--- config.mk ---
export PLATFORM = sky130hd
export DESIGN_NAME = adcs_decoder
export DESIGN_NICKNAME = d
export VERILOG_FILES = /design/src/core/adcs_pkg.sv /design/src/core/adcs_area_map.sv /design/src/core/adcs_decoder.sv
export SDC_FILE = /design/constraint.sdc
export NUM_CORES = 1
export LEC_CHECK = 0
export BUFFER_PORTS_ARGS = -buffer_cell sky130_fd_sc_hd__buf_2
export CAP_MARGIN = 20
export CORE_MARGIN = 2
export CORE_UTILIZATION = 50
export CTS_CLUSTER_DIAMETER = 50
export DETAILED_ROUTE_END_ITERATION = 6
export PLACE_DENSITY_LB_ADDON = 0.1
export REMOVE_ABC_BUFFERS = 1
export SLEW_MARGIN = 15
export SYNTH_ARGS = -nofsm -noshare
export SYNTH_HDL_FRONTEND = slang
export SYNTH_HIERARCHICAL = 1
export SYNTH_SLANG_ARGS = --single-unit
--- constraint.sdc ---
create_clock -name clock -period 10.3 [get_ports clock]
set_clock_uncertainty 0.15 [all_clocks]
set_input_delay 1.545 -clock clock [delete_from_list [all_inputs] [get_ports clock]]
set_output_delay 1.545 -clock clock [all_outputs]
set_load 0.02 [all_outputs]
--- src/core/adcs_pkg.sv ---
package adcs_pkg;
    // address layout
    localparam int ADDR_W = 32;
    localparam int OFF_W = 24;
    localparam int PHYS_W = 22;
    localparam int AD_W = 16;
    localparam int AREA_LSB = 24;
    localparam int AREA_MSB = 26;
    localparam int WIDTH_BIT = 27;
    localparam int PERIPH_W_BIT = 8;
    localparam int MUXIO_W_BIT = 14;
    localparam int DRAM_COL_W = 12;

    // area numbers with special meaning
    localparam logic [2:0] AREA_ROM = 3'h0;
    localparam logic [2:0] AREA_DRAM = 3'h1;
    localparam logic [2:0] AREA_PERIPH = 3'h5;
    localparam logic [2:0] AREA_MUXIO = 3'h6;
    localparam logic [2:0] AREA_RAM = 3'h7;

    // boot mode pin codes
    localparam logic [2:0] BOOT_EXT8 = 3'h0;
    localparam logic [2:0] BOOT_EXT16 = 3'h1;
    localparam logic [2:0] BOOT_ROM = 3'h2;

    // pin values
    localparam logic [7:0] SEL_IDLE = 8'hFF;
    localparam logic [15:0] LANE_ALL = 16'hFFFF;
    localparam logic [15:0] LANE_HI = 16'hFF00;
    localparam logic [15:0] LANE_LO = 16'h00FF;
    localparam logic [15:0] LANE_NONE = 16'h0000;

    typedef enum logic [2:0] {
        SP_EXT = 3'h0,
        SP_DRAM = 3'h1,
        SP_MUXIO = 3'h2,
        SP_ROM = 3'h3,
        SP_PERIPH = 3'h4,
        SP_RAM = 3'h5
    } adcs_space_t;

    typedef enum logic [1:0] {
        BW_8 = 2'h0,
        BW_16 = 2'h1,
        BW_32 = 2'h2
    } adcs_width_t;

    typedef enum logic [1:0] {
        SZ_BYTE = 2'h0,
        SZ_WORD = 2'h1,
        SZ_LONG = 2'h2
    } adcs_size_t;

    typedef enum logic [2:0] {
        ST_IDLE = 3'b001,
        ST_ADDR = 3'b010,
        ST_BEAT = 3'b100
    } adcs_state_t;

    // on-chip targets never see a chip select
    function automatic logic adcs_internal(input adcs_space_t sp);
        return (sp == SP_ROM) || (sp == SP_PERIPH) || (sp == SP_RAM);
    endfunction

    // number of bus cycles for one cpu access
    function automatic logic [2:0] adcs_beats(input adcs_size_t sz,
                                              input adcs_width_t w);
        logic [2:0] n;
        n = 3'h1;
        if (w == BW_8 && sz == SZ_WORD) begin
            n = 3'h2;
        end else if (w == BW_8 && sz == SZ_LONG) begin
            n = 3'h4;
        end else if (w == BW_16 && sz == SZ_LONG) begin
            n = 3'h2;
        end
        return n;
    endfunction
endpackage

--- src/core/adcs_area_map.sv ---
`timescale 1ns/100ps
module adcs_area_map
    import adcs_pkg::*;
(
    // cpu address and straps
    input wire logic [ADDR_W-1:0] addr,
    input wire logic [2:0] boot_mode_pins,
    input wire logic dram_space_enable,
    input wire logic muxed_io_enable,
    // decoded result
    output logic [2:0] area,
    output adcs_space_t space,
    output adcs_width_t width
);
    logic hi;

    // area, space type and width from the address, boot pins and space enables
    always_comb begin
        area = addr[AREA_MSB:AREA_LSB];
        hi = addr[WIDTH_BIT];
        width = hi ? BW_16 : BW_8;
        space = SP_EXT;
        if (area == AREA_ROM) begin
            if (boot_mode_pins == BOOT_ROM) begin
                space = SP_ROM;
                width = BW_32;
            end else if (boot_mode_pins == BOOT_EXT16) begin
                width = BW_16;
            end else begin
                width = BW_8; // reserved codes act as 8-bit external
            end
        end else if (area == AREA_DRAM) begin
            if (dram_space_enable) begin
                space = SP_DRAM;
            end
        end else if (area == AREA_PERIPH) begin
            // peripheral half split on bit 8
            if (!hi) begin
                space = SP_PERIPH;
                width = addr[PERIPH_W_BIT] ? BW_16 : BW_8;
            end
        end else if (area == AREA_MUXIO) begin
            // lower half split on bit 14
            if (!hi) begin
                width = addr[MUXIO_W_BIT] ? BW_16 : BW_8;
                if (muxed_io_enable) begin
                    space = SP_MUXIO;
                end
            end
        end else if (area == AREA_RAM) begin
            if (hi) begin
                space = SP_RAM;
                width = BW_32;
            end else begin
                width = BW_8;
            end
        end
    end
endmodule // adcs_area_map

--- src/core/adcs_decoder.sv ---
// How it works
// - address bits 31..28 are ignored and never reach any pin.
// - bit 27 picks 8-bit (0) or 16-bit (1) width unless area overrides.
// - bits 26..24 split space into eight 16 MB areas, 000 to 111.
// - only the accessed area's low-active select is driven, index = bits 26..24.
// - selects only on external accesses; on-chip rom, peripheral, ram stay high.
// - boot pins 000 ext 8-bit, 001 ext 16-bit, 010 on-chip 32-bit rom.
// - area 5 low half is peripherals, width by bit 8; high half 16-bit.
// - area 6 low half width by bit 14; high half always 16-bit.
// - area 7 high half is 32-bit on-chip ram, low half 8-bit external.
// - area 1 is dram or plain memory by dram space enable.
// - area 6 low half is muxed io or plain memory by muxed io enable.
// - 8-bit uses pins 7..0; words all 16; bytes split high and low lanes.
// - wide accesses split: word/8 two, long/16 two, long/8 four cycles.
// - bits 23 and 22 are not output except dram address multiplexing.
// - in areas 0 to 4 both bit-27 halves reach the same locations; only lanes differ.
// - dram multiplexing puts the 24-bit offset on twelve low pins.
`timescale 1ns/100ps
module adcs_decoder
    import adcs_pkg::*;
(
    // clock and reset
    input wire logic clock,
    input wire logic rstn,
    // cpu request
    input wire logic req_valid,
    input wire logic [ADDR_W-1:0] req_addr,
    input wire adcs_size_t req_size,
    input wire logic req_write,
    input wire logic [31:0] req_wdata,
    output logic req_ready,
    output logic resp_valid,
    output logic [31:0] resp_rdata,
    // configuration
    input wire logic [2:0] boot_mode_pins,
    input wire logic dram_space_enable,
    input wire logic muxed_io_enable,
    input wire logic dram_addr_mux_enable,
    // external bus
    output logic [7:0] area_select_n,
    output logic [PHYS_W-1:0] addr_pins,
    input wire logic [AD_W-1:0] addr_data_pins_in,
    output logic [AD_W-1:0] addr_data_pins_out,
    output logic [AD_W-1:0] addr_data_pins_oe,
    output logic ext_rd_n,
    output logic ext_wr_n,
    output logic dram_cycle,
    output logic dram_row_phase,
    output logic muxio_cycle,
    // on-chip targets
    output logic int_strobe,
    output adcs_space_t int_space,
    output logic [OFF_W-1:0] int_addr,
    output adcs_size_t int_size,
    output logic int_write,
    output logic [31:0] int_wdata,
    input wire logic [31:0] int_rdata
);
    logic [2:0] dec_area;
    adcs_space_t dec_space;
    adcs_width_t dec_width;

    adcs_area_map adcs_area_map_i (
        .addr(req_addr),
        .boot_mode_pins(boot_mode_pins),
        .dram_space_enable(dram_space_enable),
        .muxed_io_enable(muxed_io_enable),
        .area(dec_area),
        .space(dec_space),
        .width(dec_width)
    );

    adcs_state_t state_reg, state_next;
    logic [2:0] area_reg, area_next;
    adcs_space_t space_reg, space_next;
    adcs_width_t width_reg, width_next;
    adcs_size_t size_reg, size_next;
    logic write_reg, write_next;
    logic mux_reg, mux_next;
    logic [OFF_W-1:0] off_reg, off_next;
    logic [31:0] wdata_reg, wdata_next;
    logic [31:0] rdata_reg, rdata_next;
    logic [2:0] beat_reg, beat_next;
    logic [2:0] nbeats_reg, nbeats_next;
    logic resp_reg, resp_next;
    logic [7:0] sel_n_reg, sel_n_next;
    logic [PHYS_W-1:0] apin_reg, apin_next;
    logic [AD_W-1:0] ad_reg, ad_next;
    logic [AD_W-1:0] oe_reg, oe_next;
    logic rd_n_reg, rd_n_next;
    logic wr_n_reg, wr_n_next;
    logic dram_reg, dram_next;
    logic row_reg, row_next;
    logic mio_reg, mio_next;
    logic istb_reg, istb_next;
    logic [OFF_W-1:0] cur;
    logic [2:0] idx;
    logic [31:0] chunk;
    logic ext;

    // handshake is combinational: a new access only from idle
    assign req_ready = (state_reg == ST_IDLE);

    // sequencing: accept, optional address phase, one cycle per beat
    always_comb begin
        state_next = state_reg;
        area_next = area_reg;
        space_next = space_reg;
        width_next = width_reg;
        size_next = size_reg;
        write_next = write_reg;
        mux_next = mux_reg;
        off_next = off_reg;
        wdata_next = wdata_reg;
        rdata_next = rdata_reg;
        beat_next = beat_reg;
        nbeats_next = nbeats_reg;
        resp_next = 1'b0;
        case (state_reg)
            ST_IDLE: begin
                if (req_valid) begin
                    area_next = dec_area;
                    space_next = dec_space;
                    width_next = dec_width;
                    size_next = req_size;
                    write_next = req_write;
                    mux_next = dram_addr_mux_enable;
                    off_next = req_addr[OFF_W-1:0];
                    wdata_next = req_wdata;
                    rdata_next = 32'h0000_0000;
                    beat_next = 3'h0;
                    nbeats_next = adcs_beats(req_size, dec_width);
                    if ((dec_space == SP_DRAM && dram_addr_mux_enable)
                        || dec_space == SP_MUXIO) begin
                        state_next = ST_ADDR;
                    end else begin
                        state_next = ST_BEAT;
                    end
                end
            end
            ST_ADDR: begin
                state_next = ST_BEAT;
            end
            ST_BEAT: begin
                // read data gathered most significant part first
                if (!write_reg) begin
                    if (adcs_internal(space_reg)) begin
                        rdata_next = int_rdata;
                    end else if (width_reg == BW_8) begin
                        rdata_next = {rdata_reg[23:0],
                                      addr_data_pins_in[7:0]};
                    end else if (size_reg == SZ_BYTE) begin
                        rdata_next = {24'h00_0000, off_reg[0] ?
                                      addr_data_pins_in[7:0] :
                                      addr_data_pins_in[15:8]};
                    end else begin
                        rdata_next = {rdata_reg[15:0], addr_data_pins_in};
                    end
                end
                if (beat_reg + 3'h1 == nbeats_reg) begin
                    state_next = ST_IDLE;
                    resp_next = 1'b1;
                end else begin
                    beat_next = beat_reg + 3'h1;
                end
            end
            default: begin
                state_next = ST_IDLE;
            end
        endcase
    end

    // pin values for the cycle that the next state describes
    always_comb begin
        ext = (state_next != ST_IDLE) && !adcs_internal(space_next);
        if (width_next == BW_8) begin
            cur = off_next + {21'h00_0000, beat_next};
        end else if (width_next == BW_16) begin
            cur = off_next + {20'h00_0000, beat_next, 1'b0};
        end else begin
            cur = off_next;
        end
        idx = nbeats_next - 3'h1 - beat_next;
        if (width_next == BW_8) begin
            chunk = wdata_next >> {idx[1:0], 3'b000};
        end else begin
            chunk = wdata_next >> {idx[0], 4'h0};
        end
        sel_n_next = SEL_IDLE;
        if (ext && space_next != SP_DRAM) begin
            sel_n_next[area_next] = 1'b0;
        end
        apin_next = cur[PHYS_W-1:0];
        if (state_next == ST_IDLE) begin
            apin_next = '0;
        end else if (space_next == SP_DRAM && mux_next) begin
            // row then column on low pins
            if (state_next == ST_ADDR) begin
                apin_next = {10'h000, cur[OFF_W-1:DRAM_COL_W]};
            end else begin
                apin_next = {10'h000, cur[DRAM_COL_W-1:0]};
            end
        end
        ad_next = 16'h0000;
        oe_next = LANE_NONE;
        if (state_next == ST_ADDR && space_next == SP_MUXIO) begin
            ad_next = cur[AD_W-1:0];
            oe_next = LANE_ALL;
        end else if (state_next == ST_BEAT && ext && write_next) begin
            if (width_next == BW_8) begin
                ad_next = {8'h00, chunk[7:0]};
                oe_next = LANE_LO;
            end else if (size_next == SZ_BYTE && !cur[0]) begin
                ad_next = {chunk[7:0], 8'h00};
                oe_next = LANE_HI;
            end else if (size_next == SZ_BYTE) begin
                ad_next = {8'h00, chunk[7:0]};
                oe_next = LANE_LO;
            end else begin
                ad_next = chunk[15:0];
                oe_next = LANE_ALL;
            end
        end
        rd_n_next = !(state_next == ST_BEAT && ext && !write_next);
        wr_n_next = !(state_next == ST_BEAT && ext && write_next);
        dram_next = ext && space_next == SP_DRAM;
        row_next = dram_next && state_next == ST_ADDR;
        mio_next = ext && space_next == SP_MUXIO;
        // longwords to 8-bit peripherals take four beats, one strobe each
        istb_next = (state_next == ST_BEAT) && !ext;
    end

    // all state registered on every edge
    always_ff @(posedge clock) begin
        if (!rstn) begin
            state_reg <= ST_IDLE;
            area_reg <= 3'h0;
            space_reg <= SP_EXT;
            width_reg <= BW_8;
            size_reg <= SZ_BYTE;
            write_reg <= 1'b0;
            mux_reg <= 1'b0;
            off_reg <= '0;
            wdata_reg <= 32'h0000_0000;
            rdata_reg <= 32'h0000_0000;
            beat_reg <= 3'h0;
            nbeats_reg <= 3'h1;
            resp_reg <= 1'b0;
            sel_n_reg <= SEL_IDLE;
            apin_reg <= '0;
            ad_reg <= 16'h0000;
            oe_reg <= LANE_NONE;
            rd_n_reg <= 1'b1;
            wr_n_reg <= 1'b1;
            dram_reg <= 1'b0;
            row_reg <= 1'b0;
            mio_reg <= 1'b0;
            istb_reg <= 1'b0;
        end else begin
            state_reg <= state_next;
            area_reg <= area_next;
            space_reg <= space_next;
            width_reg <= width_next;
            size_reg <= size_next;
            write_reg <= write_next;
            mux_reg <= mux_next;
            off_reg <= off_next;
            wdata_reg <= wdata_next;
            rdata_reg <= rdata_next;
            beat_reg <= beat_next;
            nbeats_reg <= nbeats_next;
            resp_reg <= resp_next;
            sel_n_reg <= sel_n_next;
            apin_reg <= apin_next;
            ad_reg <= ad_next;
            oe_reg <= oe_next;
            rd_n_reg <= rd_n_next;
            wr_n_reg <= wr_n_next;
            dram_reg <= dram_next;
            row_reg <= row_next;
            mio_reg <= mio_next;
            istb_reg <= istb_next;
        end
    end

    // outputs straight from flip-flops
    assign resp_valid = resp_reg;
    assign resp_rdata = rdata_reg;
    assign area_select_n = sel_n_reg;
    assign addr_pins = apin_reg;
    assign addr_data_pins_out = ad_reg;
    assign addr_data_pins_oe = oe_reg;
    assign ext_rd_n = rd_n_reg;
    assign ext_wr_n = wr_n_reg;
    assign dram_cycle = dram_reg;
    assign dram_row_phase = row_reg;
    assign muxio_cycle = mio_reg;
    assign int_strobe = istb_reg;
    assign int_space = space_reg;
    assign int_addr = off_reg;
    assign int_size = size_reg;
    assign int_write = write_reg;
    assign int_wdata = wdata_reg;

    logic take;
    assign take = req_valid && req_ready;
endmodule // adcs_decoder

Yosys cells after proc, flatten, opt, wreduce, memory -nomap -nowiden --
Index checks and enable logic that the tools add are counted.
Storage, ports and cells: bits in registers 178, bits of input ports 124, output and inout port bits 164
Operators by class: add/sub/neg operators 5, $lt $le $gt $ge 2, equality and inequality tests 31, shifts and indexed selects 2, muxes and demuxes 77, bitwise gates (word level) 2, reduce and logical (&&, ||, !) cells 39
Operator list (number):
- two-way mux 32 bit | 7
- two-way mux 16 bit | 11
- two-way mux 24 bit | 4
- case mux 32 bit (2 select lines) | 1
- right shift 32 x 5 -> 16 bit | 2
- two-way mux 3 bit | 21
- two-way mux 2 bit | 16
- == test 3 bit (second input constant) | 9
- adder 24 x 3 -> 24 bit | 1
- adder 24 x 4 -> 24 bit | 1
- two-way mux 22 bit | 1
- == test 3 x 2 -> 1 bit (second input constant) | 7
- == test 3 x 1 -> 1 bit (second input constant) | 6
- logical AND 1 bit | 17
- two-way mux 12 bit | 1
- two-way mux 1 bit | 11
- logical NOT 2 bit | 5
- case mux 3 bit (3 select lines) | 1
- two-way mux 8 bit | 1
- inverter 8 bit | 1
- == test 2 x 1 -> 1 bit (second input constant) | 3
- logical NOT 1 bit | 6
- inequality test 3 x 1 -> 1 bit (second input constant) | 2
- case mux 3 bit (2 select lines) | 1
- 16 further kinds | 22

Logic depth before layout (Yosys ltp) --
depth after elaboration 22, depth in mapped cells 18, mapped depth without buffers 16

By module --
The synthesis kept the hierarchy.
Modules (own cells, without submodules):
- adcs_decoder | times used 1, cells an instance 1028, area an instance 8587.0 um^2, seq. area each 3283.1 um^2
- adcs_area_map | times used 1, cells an instance 24, area an instance 162.7 um^2, seq. area each 0.0 um^2

Worst setup path after synthesis --
OpenSTA, ideal clock, no wires.
kind input-to-reg, start point in req_valid, end point reg apin_reg[0], in the netlist addr_pins[0], arrival time 4839 ps, data required time 10080 ps, path slack 5240 ps, cell stages on the path 15, cells stage by stage and4bb_2 > buf_4 > buf_2 > buf_2 > buf_2 > mux2i_1 > inv_1 > ha_1 > a21o_1 > a21oi_1 > o22ai_2 > nand4_1 > xor2_1 > or4_1 > a21oi_1
On the way: word-level cells in the longest chain between the ends 7
RTL lines:
- start, declared | RTL line adcs_decoder.sv:26 | input wire logic req_valid,
- two-way mux 24 bit (*) | RTL line adcs_decoder.sv:121 | if (req_valid) begin
- two-way mux 24 bit (*) | RTL line adcs_decoder.sv:119 | case (state_reg)
- net off_next[2] | RTL line adcs_decoder.sv:80 | logic [OFF_W-1:0] off_reg, off_next;
- adder 24 x 4 -> 24 bit | RTL line adcs_decoder.sv:179 | cur = off_next + {20'h00_0000, beat_next, 1'b0};
- two-way mux 24 bit | RTL line adcs_decoder.sv:178 | end else if (width_next == BW_16) begin
- two-way mux 24 bit (*) | RTL line adcs_decoder.sv:176 | if (width_next == BW_8) begin
- two-way mux 12 bit (*) | RTL line adcs_decoder.sv:198 | if (state_next == ST_ADDR) begin
- two-way mux 22 bit (*) | RTL line adcs_decoder.sv:196 | end else if (space_next == SP_DRAM && mux_next) begin
- end signal, assigned | RTL line adcs_decoder.sv:274 | apin_reg <= apin_next;
- end, declared | RTL line adcs_decoder.sv:87 | logic [PHYS_W-1:0] apin_reg, apin_next;
The timed path passes the listed nets; every way through them passes the cells marked *. A chain may end at the register's enable or synchronous reset.

Worst setup path in the final report --
start point in req_addr[25], end point reg ad_reg[10], in the netlist addr_data_pins_out[10]
On the way: word-level cells in the longest chain between the ends 22
RTL lines:
- start, declared | RTL line adcs_decoder.sv:27 | input wire logic [ADDR_W-1:0] req_addr,
- == test 3 bit | RTL line adcs_area_map.sv:50 | end else if (area == AREA_RAM) begin
- two-way mux 2 bit | RTL line adcs_area_map.sv:50
- two-way mux 2 bit | RTL line adcs_area_map.sv:42 | end else if (area == AREA_MUXIO) begin
- two-way mux 2 bit | RTL line adcs_area_map.sv:36 | end else if (area == AREA_PERIPH) begin
- two-way mux 2 bit | RTL line adcs_area_map.sv:32 | end else if (area == AREA_DRAM) begin
- two-way mux 2 bit (*) | RTL line adcs_area_map.sv:23 | if (area == AREA_ROM) begin
- net dec_width[0] | RTL line adcs_decoder.sv:61 | adcs_width_t dec_width;
- == test 2 x 1 -> 1 bit | RTL line adcs_pkg.sv:74 | end else if (w == BW_16 && sz == SZ_LONG) begin
- (+6 left out)
- net nbeats_next[0] | RTL line adcs_decoder.sv:84 | logic [2:0] nbeats_reg, nbeats_next;
- (+1 left out)
- subtractor 2 bit (*) | RTL line adcs_decoder.sv:183 | idx = nbeats_next - 3'h1 - beat_next;
- right shift 32 x 5 -> 16 bit, on equally long branches | RTL line adcs_decoder.sv:187, adcs_decoder.sv:185
- two-way mux 16 bit (*) | RTL line adcs_decoder.sv:184 | if (width_next == BW_8) begin
- two-way mux 16 bit | RTL line adcs_decoder.sv:216 | end else if (size_next == SZ_BYTE) begin
- two-way mux 16 bit (*) | RTL line adcs_decoder.sv:213 | end else if (size_next == SZ_BYTE && !cur[0]) begin
- two-way mux 16 bit (*) | RTL line adcs_decoder.sv:210 | if (width_next == BW_8) begin
- two-way mux 16 bit (*) | RTL line adcs_decoder.sv:209 | end else if (state_next == ST_BEAT && ext && write_next) begin
- two-way mux 16 bit (*) | RTL line adcs_decoder.sv:206 | if (state_next == ST_ADDR && space_next == SP_MUXIO) begin
- end signal, assigned | RTL line adcs_decoder.sv:275 | ad_reg <= ad_next;
- end, declared | RTL line adcs_decoder.sv:88 | logic [AD_W-1:0] ad_reg, ad_next;
Marks and branches as above.

==> flow_summary.yaml <==
run_status:
  status: "completed"
drt:
  drt_wl_total_mm: 25.4
  drc: 0
  post_drt_wl_per_cell_um: 16.7
  dr.first_iter.drc_count: 512
  ant_nets: 0
  vias: 8403
  dr.pass1.iters: 5
  viasPerCell: 5.53
timing:
  setup_slack_ns: 5.02
  max_slew_margin_pct: 30.4
  finalSetupTns_ns: 0
  holdWs_ns: 0.305
  maxSlewViolCount: 0
  hold_viol: 0
  worstMarginPinSlew_ns: 1.02
  setup_viol_count_final: 0
  rsz0062_at_grt: "no"
  max_freq_ghz: 0.189
  fin_crit_ns: 5.28
  fin_crit_sh_pct: 51.3
layout:
  seq_area_um2: 3280
  antenna_cells: 0
  multiInputGateArea_um2: 4980
  utilization_pct: 62.4
  fin_nets: 1416
  syn2layout_area_growth_pct: 22.4
  design_area_um2: 10700
  stdcell_count: 1520
  fillCellCount: 1608
  drive_gt1_share_pct: 27.6
synth:
  yosysMostFrequentCell: "dfxtp_1"
  yosys.area.top_type: "dfxtp_1"
  yosysWarnings: 6
  synth_edf_count: 0
  avgSynthCellArea_um2: 8.32
  yosys_register_bits: 164
  synth_top_cells_by_area: "dfxtp_1 38%, mux2i_1 13%, nand2_1 5.9%"
  synthArstFlopShare_pct: 0
  synth_ff_type: "dfxtp_1"
  synth_cell_types: 85
  synth_top_area_share_pct: 37.5
  synthCells: 1052
  ys_seq_area_share_pct: 37.5
  synthTopCellsByCount: "164 x dfxtp_1, 138 x nand2_1, 110 x mux2i_1"
  synth_area_um2: 8750
critical_path:
  worstSetupPathType: "in -> reg"
  max_stage_delay_ns: 0.59
  crit_buf_inv: 1
  worstPathRequired_ns: 10.44
  r2r_start: "state_reg[2]"
  reg2reg_setup_slack_ns: 5.77
  arrival_ns: 5.43
  rr_worst_depth: 10
  end_kind: "register"
  cp.depth: 14
  critical_path.top_delay_family: "compound AO/OA/AOI/OAI gates"
  crit_chain: "buf_2 > a211oi_1 > a221o_1 > nand2_1 > or3b_1 > a21oi_1 > o21ai_0 > ha_1 > a2111o_1 > o2111a_1 > xnor2_4 > mux2_2 > a311oi_2 > o221ai_1"
  worstSetupStartpointType: "primary input"
  crit_fanout: 16
  r2r-end: "addr_data_pins_out[10]"
  worst_path_max_delay_cell: "xnor2_4"
floorplan:
  die_area_um2: 18600
  io_pins: 288
  die_h_um: 136
  num_rows: 48
  fp.dieW_um: 136
  placeableCoreArea_um2: 17200
  start_util_pct: 50.9
global_routing:
  antenna_found_initial: 0
  grt_max_degree: 68
  busiest_layer: "met2"
  grt.overflow.total: 0
  grt.met3_usage_pct: 5.63
  grt_pass1_vias: 7512
  use_met2_pct: 44.9
  grt_pass1_wl_mm: 39.1
  grt_util_met1_pct: 33.9
  groute.usage.overall_pct: 26.6
power:
  ir_worst_vdd_mv: 0.117
  finalPower_mw: 1.68
  p_leak_nw: 5.04
  p_per_area_nw_per_um2: 157
run:
  drv_cap: 0
hold_path:
  holdPathEnd: "nbeats_reg[2]"
  hold_start: "nbeats_reg[2]"
  hold_path_depth: 2
  min_path_type: "reg -> reg"
placed_design:
  place_inst: 1488
  place_ws_ns: 4.62
  io_buffers: 283
  placed_area_um2: 10100
  gp_congestion: 0.883
  detailed_place_hpwl_mm: 18.1
cts:
  clk_pin_slew_ns: 0.06
  cts_tree: "done"
  cts_resized: 0
  clock-sinks: 164
  hold_buffers: 0
  post_cts_buffers: 0
  clockRootBuffer: "clkbuf_16"
  htree_levels: 4
  clock_latency_ns: 0.43
  cts_buffers: 17
  cts_buffer_depth: 2
[cells by family (layout without fill, tap and decap cells)]
logic type / count (synthesis) / count (layout) / synth area share, %
compound gates: 206 / 206 / 15.1
xor+xnor: 25 / 25 / 2.89
fa+ha+maj: 10 / 10 / 1.60
buf+inv: 103 / 346 / 6.06
flops: 164 / 164 / 37.5
mux: 119 / 119 / 13.7
simple gates: 425 / 425 / 23.1
[worst max path at each step]
stage                 start                      to  slack (ns)
5_1_grt        req_addr[25]  addr_data_pins_out[10]        4.83
3_5_place_dp   req_addr[25]  addr_data_pins_out[10]        4.62
3_3_place_gp   req_addr[25]  addr_data_pins_out[10]        4.68
2_1_floorplan     req_valid  addr_data_pins_out[10]        3.56
6_report       req_addr[25]  addr_data_pins_out[10]        5.02
4_1_cts        req_addr[25]  addr_data_pins_out[10]        5.05
[cells in the final DEF (no fill, tap or decap), types with 8 or more instances in the layout]
master,n
buf_2,283
dfxtp_1,164
nand2_1,138
mux2i_1,109
nor2_1,106
a21oi_1,72
nand3_1,55
o21ai_0,47
nor3_1,35
inv_1,20
o211ai_1,17
clkbuf_16,17
xor2_1,13
xnor2_1,10
nand2b_1,10
nor2b_1,10
buf_4,10
nand4_1,9
mux2_2,9
a21o_1,8
nand3b_1,8
ha_1,8
[worst reg2reg max path, cell delays in order (launching register included)]
cell and delay [ns]:
dfxtp_1 0.46, nand4bb_4 0.46, buf_4 0.70, o21ai_0 0.28, ha_1 0.30, a2111o_1 0.37
o2111a_1 0.21, xnor2_4 0.59, mux2_2 0.42, a311oi_2 0.31, o221ai_1 0.17
[layout make-up]
type	instances	share of cell area [%]
clock inverter	8	0.923
inverter	21	0.748
clock buffer	24	4.59
sequential	164	30.7
multi-input combinational	785	46.5
timing repair buffer	293	13.9
tap	225	2.63
[report_power, final]
group | internal (mW) | total, mW | switching [mW]
Combinational | 0.133 | 0.366 | 0.234
Sequential | 0.662 | 0.680 | 0.0182
Clock | 0.382 | 0.637 | 0.255
Total | 1.18 | 1.68 | 0.507
[routing by layer]
layer  vias up  share of wire [%]
met1      3927                 44
met3        33                6.3
met2       271                 48
met4         0                1.8
met5         -                  0
li1       4172                  -
(Power assumes the default switching activity.)
